File: config.mk
export PLATFORM = sky130hd
export DESIGN_NAME = device_config_words
export DESIGN_NICKNAME = d
export VERILOG_FILES = /design/src/pkg/device_config_pkg.sv /design/src/design/config_word_latch.sv /design/src/design/device_config_words.sv
export VERILOG_INCLUDE_DIRS = /design/src /design/src/pkg
export SDC_FILE = /design/constraint.sdc
export NUM_CORES = 1
export LEC_CHECK = 0
export ABC_AREA = 1
export BUFFER_PORTS_ARGS = -buffer_cell sky130_fd_sc_hd__buf_4
export CORE_MARGIN = 4
export CORE_UTILIZATION = 60
export CTS_CLUSTER_DIAMETER = 80
export CTS_CLUSTER_SIZE = 25
export DETAILED_ROUTE_END_ITERATION = 7
export PLACE_DENSITY = 0.85
export SETUP_SLACK_MARGIN = 0.15
export SKIP_LAST_GASP = 1
export SYNTH_ARGS = -nofsm -noshare
export SYNTH_HDL_FRONTEND = slang
export SYNTH_SLANG_ARGS = --single-unit
File: constraint.sdc
create_clock -name hclk -period 4 [get_ports hclk]
set_input_delay 0.8 -clock hclk [delete_from_list [all_inputs] [get_ports hclk]]
set_output_delay 0.8 -clock hclk [all_outputs]
set_load 0.05 [all_outputs]
File: src/pkg/device_config_params.svh
`ifndef DEVICE_CONFIG_PARAMS_SVH
`define DEVICE_CONFIG_PARAMS_SVH

// word byte addresses on the register bus
`define CFG_WORD3_ADDR   32'hbfc02ff0
`define CFG_WORD2_ADDR   32'hbfc02ff4
`define CFG_WORD1_ADDR   32'hbfc02ff8
`define CFG_WORD0_ADDR   32'hbfc02ffc
`define IDENT_WORD_ADDR  32'hbf80f220
`define STATUS_WORD_ADDR 32'hbf80f224

// protection word field positions
`define CODE_PROTECT_BIT 28
`define BOOT_WP_BIT      24
`define PAGE_WP_MSB      19
`define PAGE_WP_LSB      12
`define DBG_SEL_BIT      3
`define DBG_EN_MSB       1
`define DBG_EN_LSB       0

// debugger enable codes
`define DBG_EN_ON        2'h2
`define DBG_EN_OFF       2'h3

// user id and identification fields
`define USER_ID_MSB      15
`define USER_ID_LSB      0
`define REV_MSB          31
`define REV_LSB          28
`define PART_MSB         19
`define PART_LSB         12
`define MAKER_MSB        11
`define MAKER_LSB        0

// status word field positions
`define STAT_VALID_BIT   0
`define STAT_CP_BIT      1
`define STAT_DBG_BIT     2
`define STAT_BOOT_BIT    3
`define STAT_PAGES_LSB   4
`define STAT_PAGES_MSB   11

// reset values: erased nonvolatile cells read as ones
`define CFG_ERASED       32'hffffffff
`define RDATA_RESET      32'h00000000

// sync stages before a word may be captured
`define LATCH_FILL       2'h3

`endif

File: src/pkg/device_config_pkg.sv
package device_config_pkg;

  // registered state of the configuration word block
  typedef struct packed {
    logic [31:0] rdata;       // read data of the current data phase
    logic        prog_grant;  // programmer access granted
    logic        prog_deny;   // programmer access refused
    logic        boot_grant;  // boot flash write granted
    logic        boot_deny;   // boot flash write refused
    logic        page_grant;  // program page write granted
    logic        page_deny;   // program page write refused
    logic        dbg_en;      // background debugger enabled
    logic        dbg_sel;     // debug pin pair select
  } cfg_state_t;

endpackage

File: src/design/config_word_latch.sv
`timescale 1ns/1ps
`include "device_config_params.svh"

// catches one nonvolatile word once after reset release
module config_word_latch #(
  parameter int WIDTH = 32
) (
  input  wire logic             hclk,
  input  wire logic             hresetn,
  input  wire logic [WIDTH-1:0] nv_word,
  output logic      [WIDTH-1:0] word,
  output logic                  held
);

  typedef struct packed {
    logic [WIDTH-1:0] s1;    // first sync stage, read only by s2
    logic [WIDTH-1:0] s2;    // second sync stage
    logic [1:0]       fill;  // stages filled since release
    logic [WIDTH-1:0] word;  // captured value
    logic             held;  // capture done
  } latch_state_t;

  latch_state_t q;
  latch_state_t d;

  // capture once; later changes of the array are never seen
  always_comb begin
    d      = q;
    d.s1   = nv_word;
    d.s2   = q.s1;
    d.fill = {q.fill[0], 1'b1};
    if (q.fill == `LATCH_FILL && !q.held) begin
      d.word = q.s2;
      d.held = 1'b1;
    end
  end

  // constants only under reset
  always_ff @(posedge hclk or negedge hresetn) begin
    if (!hresetn) begin
      q.s1   <= `CFG_ERASED;
      q.s2   <= `CFG_ERASED;
      q.fill <= 2'h0;
      q.word <= `CFG_ERASED;
      q.held <= 1'b0;
    end else begin
      q <= d;
    end
  end

  assign word = q.word;
  assign held = q.held;

endmodule // config_word_latch

File: src/design/device_config_words.sv
`timescale 1ns/1ps
`include "device_config_params.svh"

// What this block does
// code protect zero refuses programmer flash access
// boot write protect zero blocks boot writes
// four config words, word three lowest
// read-only identification word with three fields
// programmer keeps reserved protection bits at one; the programmer model clears bits 31 to 29
// page field complement counts protected pages
// debugger on at 10, off under protection
// channel select bit picks debug pin pair
// words latched at reset, software read-only
module device_config_words #(
  parameter logic [3:0]  REVISION = 4'h1,    // arbitrary value
  parameter logic [7:0]  PART     = 8'h5a,   // arbitrary value
  parameter logic [11:0] MAKER    = 12'h0a5  // arbitrary value, bit 0 forced to one
) (
  input  wire logic        hclk,
  input  wire logic        hresetn,
  input  wire logic        hsel,
  input  wire logic [31:0] haddr,
  input  wire logic [1:0]  htrans,
  input  wire logic        hwrite,
  input  wire logic [2:0]  hsize,
  input  wire logic [31:0] hwdata,
  input  wire logic        hready,
  output logic             hreadyout,
  output logic             hresp,
  output logic      [31:0] hrdata,
  input  wire logic [31:0] nv_word0,
  input  wire logic [31:0] nv_word1,
  input  wire logic [31:0] nv_word2,
  input  wire logic [31:0] nv_word3,
  input  wire logic        prog_access_req,
  output logic             prog_access_grant,
  output logic             prog_access_deny,
  input  wire logic        boot_write_req,
  output logic             boot_write_grant,
  output logic             boot_write_deny,
  input  wire logic        page_write_req,
  input  wire logic [7:0]  page_write_index,
  output logic             page_write_grant,
  output logic             page_write_deny,
  output logic             debug_enable,
  output logic             debug_channel_select,
  output logic             config_valid
);

  // latched words, index = configuration word number
  logic [31:0] cfg_word [4];
  logic [3:0]  cfg_held;
  logic [31:0] nv_in    [4];

  device_config_pkg::cfg_state_t q;
  device_config_pkg::cfg_state_t d;

  // decoded protection fields of word zero
  logic        code_protect;        // zero means protection on
  logic        boot_write_protect;  // zero means boot locked
  logic [7:0]  page_write_protect;  // complement of page count
  logic [7:0]  protected_pages;     // pages locked from the bottom
  logic [1:0]  debug_field;         // raw debugger enable code
  logic [31:0] ident_word;          // fixed identification value
  logic [31:0] status_word;         // live view of derived state
  logic        rd_access;           // read address phase accepted
  logic [31:0] rd_mux;              // word selected by haddr

  assign nv_in[0] = nv_word0;
  assign nv_in[1] = nv_word1;
  assign nv_in[2] = nv_word2;
  assign nv_in[3] = nv_word3;

  // one capture stage per configuration word
  // latch at reset
  for (genvar i = 0; i < 4; i++) begin : g_latch
    config_word_latch #(
      .WIDTH (32)
    ) u_latch (
      .hclk    (hclk),
      .hresetn (hresetn),
      .nv_word (nv_in[i]),
      .word    (cfg_word[i]),
      .held    (cfg_held[i])
    );
  end

  // all words captured together, so any one flag would do
  assign config_valid = &cfg_held;

  // field extraction from the protection word
  assign code_protect       = cfg_word[0][`CODE_PROTECT_BIT];
  assign boot_write_protect = cfg_word[0][`BOOT_WP_BIT];
  assign page_write_protect = cfg_word[0][`PAGE_WP_MSB:`PAGE_WP_LSB];
  assign debug_field        = cfg_word[0][`DBG_EN_MSB:`DBG_EN_LSB];
  // complement count
  assign protected_pages    = ~page_write_protect;

  // identification word; makers bit 0 always reads one
  // id layout
  always_comb begin
    ident_word                         = 32'h00000000;
    ident_word[`REV_MSB:`REV_LSB]      = REVISION;
    ident_word[`PART_MSB:`PART_LSB]    = PART;
    ident_word[`MAKER_MSB:`MAKER_LSB]  = MAKER | 12'h001;
  end

  // status word gathers what the block decided
  always_comb begin
    status_word                                  = 32'h00000000;
    status_word[`STAT_VALID_BIT]                 = config_valid;
    status_word[`STAT_CP_BIT]                    = ~code_protect;
    status_word[`STAT_DBG_BIT]                   = q.dbg_en;
    status_word[`STAT_BOOT_BIT]                  = ~boot_write_protect;
    status_word[`STAT_PAGES_MSB:`STAT_PAGES_LSB] = protected_pages;
  end

  // only single word reads matter; writes and sizes are ignored
  assign rd_access = hsel && hready && htrans[1] && !hwrite;

  // address decode of the read-only map
  // word map
  always_comb begin
    unique case (haddr)
      `CFG_WORD3_ADDR:   rd_mux = cfg_word[3];
      `CFG_WORD2_ADDR:   rd_mux = cfg_word[2];
      `CFG_WORD1_ADDR:   rd_mux = cfg_word[1];
      `CFG_WORD0_ADDR:   rd_mux = cfg_word[0];
      `IDENT_WORD_ADDR:  rd_mux = ident_word;
      `STATUS_WORD_ADDR: rd_mux = status_word;
      // unmapped addresses read as zero
      default:           rd_mux = 32'h00000000;
    endcase
  end

  // next state: bus read data and the protection decisions
  always_comb begin
    d            = q;
    d.prog_grant = 1'b0;
    d.prog_deny  = 1'b0;
    d.boot_grant = 1'b0;
    d.boot_deny  = 1'b0;
    d.page_grant = 1'b0;
    d.page_deny  = 1'b0;
    // read data is caught at the address phase, shown in the data phase
    if (rd_access) begin
      d.rdata = rd_mux;
    end
    // programmer gate
    if (prog_access_req) begin
      // refuse until the words are known; safe default
      if (config_valid && code_protect) begin
        d.prog_grant = 1'b1;
      end else begin
        d.prog_deny = 1'b1;
      end
    end
    // boot write gate
    if (boot_write_req) begin
      if (config_valid && boot_write_protect) begin
        d.boot_grant = 1'b1;
      end else begin
        d.boot_deny = 1'b1;
      end
    end
    // page write gate
    if (page_write_req) begin
      if (config_valid && page_write_index >= protected_pages) begin
        d.page_grant = 1'b1;
      end else begin
        d.page_deny = 1'b1;
      end
    end
    // debugger enable, forced off under protection
    d.dbg_en  = config_valid && code_protect && (debug_field == `DBG_EN_ON);
    // pin pair select
    d.dbg_sel = config_valid && cfg_word[0][`DBG_SEL_BIT];
  end

  // single state register
  always_ff @(posedge hclk or negedge hresetn) begin
    if (!hresetn) begin
      q.rdata      <= `RDATA_RESET;
      q.prog_grant <= 1'b0;
      q.prog_deny  <= 1'b0;
      q.boot_grant <= 1'b0;
      q.boot_deny  <= 1'b0;
      q.page_grant <= 1'b0;
      q.page_deny  <= 1'b0;
      q.dbg_en     <= 1'b0;
      q.dbg_sel    <= 1'b0;
    end else begin
      q <= d;
    end
  end

  // zero wait states, always okay
  assign hreadyout            = 1'b1;
  assign hresp                = 1'b0;
  assign hrdata               = q.rdata;
  assign prog_access_grant    = q.prog_grant;
  assign prog_access_deny     = q.prog_deny;
  assign boot_write_grant     = q.boot_grant;
  assign boot_write_deny      = q.boot_deny;
  assign page_write_grant     = q.page_grant;
  assign page_write_deny      = q.page_deny;
  assign debug_enable         = q.dbg_en;
  assign debug_channel_select = q.dbg_sel;
endmodule // device_config_words

==> impl_metrics.json <==
{
  "status": "finished, final reports clean",
  "reg2reg_depth": 5,
  "final.period_utilization_pct": 61.17,
  "ys_ff_latch": 430,
  "r2r-end": "g_latch[1].u_latch.word[9]$_DFFE_PN1P_",
  "power_density_nw_per_um2": 466.4,
  "synthCells": 1043,
  "worst_ir_drop_vdd_uv": 390.3,
  "rsz0062_at_grt": "no",
  "wirelength_um": 32110,
  "overflow": 0,
  "grt_pass1_wl_um": 50540,
  "clock_sinks": 430,
  "clockBufferDepth": 3,
  "cp.required_ns": 3.20,
  "hold_buffers": 0,
  "drtAntennaViolNets": 0,
  "synth-main-ff-cell": "dfstp_2",
  "rrSetupSlack_ns": 1.80,
  "die_w_um": 165.9,
  "final_nets": 1478,
  "cts_resized": 0,
  "cts_tree": "yes",
  "clock_latency_ns": 0.52,
  "place.gp.congestion": 0.8775,
  "hpwl_um": 21390,
  "cellLeakagePower_nw": 7.841,
  "first_iter_violations": 812,
  "area_growth_pct": 16.99,
  "crit_path_max_fanout": 6,
  "start_util_pct": 61.32,
  "fp.dieH_um": 165.9,
  "vias": 8703,
  "min_path_type": "in2async",
  "ys.warnings.count": 0,
  "synth_edf_count": 0,
  "synth_cell_types": 27,
  "clkTransAtPathRegs_ns": 0.10,
  "worstMarginPinSlew_ns": 1.050,
  "ioPinCount": 256,
  "slew_headroom_pct": 29.75,
  "coreArea_um2": 24390,
  "dieArea_um2": 27520,
  "drtPass1Iterations": 5,
  "wire_per_inst_um": 20.18,
  "remaining_drc_errors": 0,
  "clock.fmax_ghz": 0.4087,
  "worstSetupEndpointType": "output port",
  "layout-drive-gt1-share_pct": 61.17,
  "start_kind": "flip-flop",
  "async_reset_ff_share_pct": 100.0,
  "timing.hold.ws_ns": 0.3510,
  "grt_max_degree": 126,
  "avgSynthCellArea_um2": 14.34,
  "root_buffer": "clkbuf_16",
  "crit_type": "reg2out",
  "htreeDepth": 1,
  "worstReg2RegStart": "g_latch[3].u_latch.d[34]$_DFF_PN0_",
  "finalSetupViolCount": 0,
  "antenna_cells": 0,
  "cts_buffers": 21,
  "port_buffers": 217,
  "core.rowCount": 57,
  "antenna_found_initial": 0,
  "ys_seq_area_share_pct": 75.16,
  "viasPerCell": 5.470,
  "grt_pass1_vias": 9108,
  "slew_viol_final": 0,
  "critPathArrivalTime_ns": 1.65,
  "hold_viol": 0,
  "period_minus_slack_ns": 2.447,
  "track_usage_pct": 23.04,
  "drv_cap": 0,
  "synth.cell_area_um2": 14960,
  "cts_setup_buffers": 0,
  "clock_skew_ns": 0.01308,
  "final.setup.tns_ns": 0
}
area by class of cell:
class	instances	area (µm²)
clock buffer	30	559.3
clock inverter	3	25.02
fill	1560	6894
inverter	44	165.2
multi-input combinational	525	3292
sequential	430	11240
tap	324	405.4
timing repair buffer	235	1809
metrics by stage:
| stage | total power [mW] | instance area [µm²] | std cells | util (%) | setup WS, ns |
|---|---|---|---|---|---|
| after detailed placement | 5.952 | 16910 | 1558 | 69.34 | 1.561 |
| after global routing | 8.507 | 17500 | 1591 | 71.73 | 1.466 |
| after global placement | 5.900 | 16910 | 1558 | 69.34 | 1.578 |
| after CTS | 8.216 | 17500 | 1591 | 71.73 | 1.554 |
| final | 8.161 | 17500 | 1591 | 71.73 | 1.553 |
| after floorplan | 5.539 | 14960 | 1044 | - | 2.185 |
worst max path at each step:
stage,from,end,cells after the start
finish,g_latch[1].u_latch.held$_DFFE_PN0P_,config_valid,3
global route,g_latch[2].u_latch.held$_DFFE_PN0P_,config_valid,3
CTS,g_latch[2].u_latch.held$_DFFE_PN0P_,config_valid,3
detailed placement,haddr[20],hrdata[22]$_DFFE_PN0P_,11
global placement,haddr[20],hrdata[22]$_DFFE_PN0P_,11
floorplan,haddr[30],hrdata[17]$_DFFE_PN0P_,11
power by group:
group | switching (mW) | internal, mW | total (mW) | leakage, nW
logic | 0.329 | 0.337 | 0.666 | 2.93
registers | 0.212 | 5.01 | 5.22 | 4.63
clock network | 1.28 | 0.991 | 2.28 | 0.279
cells in the final DEF (no fill, tap or decap), types with 17 or more instances in the layout:
cell type / instances
dfstp_2: 384
buf_4: 231
nand2_1: 139
nand3_1: 138
mux2_2: 122
dfrtp_1: 46
inv_1: 43
nor2_1: 40
clkbuf_16: 21
o21ai_0: 17
synth_stat cells (2+ instances only):
| library cell | n | area share [%] |
|---|---|---|
| nand3b_1 | 2 | 0.10 |
| buf_2 | 29 | 0.97 |
| inv_1 | 43 | 1.1 |
| mux2_2 | 122 | 9.2 |
| nor3_1 | 2 | 0.067 |
| nand3_1 | 138 | 4.6 |
| dfrtp_1 | 46 | 7.7 |
| nand4_1 | 15 | 0.63 |
| buf_4 | 11 | 0.55 |
| dfstp_2 | 384 | 67 |
| clkbuf_1 | 3 | 0.075 |
| o21ai_0 | 17 | 0.57 |
| nor2_1 | 40 | 1.0 |
| o21bai_1 | 8 | 0.40 |
| a21oi_1 | 16 | 0.54 |
| conb_1 | 2 | 0.050 |
| ha_1 | 8 | 0.67 |
| o21ai_1 | 2 | 0.067 |
| nor2_2 | 8 | 0.33 |
| nand2_1 | 139 | 3.5 |
| buf_6 | 2 | 0.15 |
worst max-delay path, cell delays in order (launching register included):
cell     delay [ns]
dfrtp_1        0.37
nand4_1        0.22
inv_1          0.27
buf_4          0.25
routing by layer:
metal	wire length, µm	GRT usage [%]	vias to the layer above
li1	-	-	3863
met1	13920	33.58	4391
met2	14830	35.69	373
met3	2358	4.666	76
met4	1000	7.174	0
met5	0	0	-
flip-flops by register name (all words and copies together) (netlist names), 4 cells and up:
signal / count
g_latch.u_latch.d: 129
g_latch.u_latch.held: 4
g_latch.u_latch.q: 129
g_latch.u_latch.word: 128
hrdata: 32
cells by family (layout without fill, tap and decap cells):
kind of cell,after synthesis,in the layout,synth area share (%)
compound gates,44,44,1.631
other cells,2,3,0.05022
flops,430,430,75.16
buf+inv,89,312,2.853
simple gates,348,348,10.45
fa+ha+maj,8,8,0.6693
mux,122,122,9.186
No activity file was read; power rests on OpenSTA's default activity.
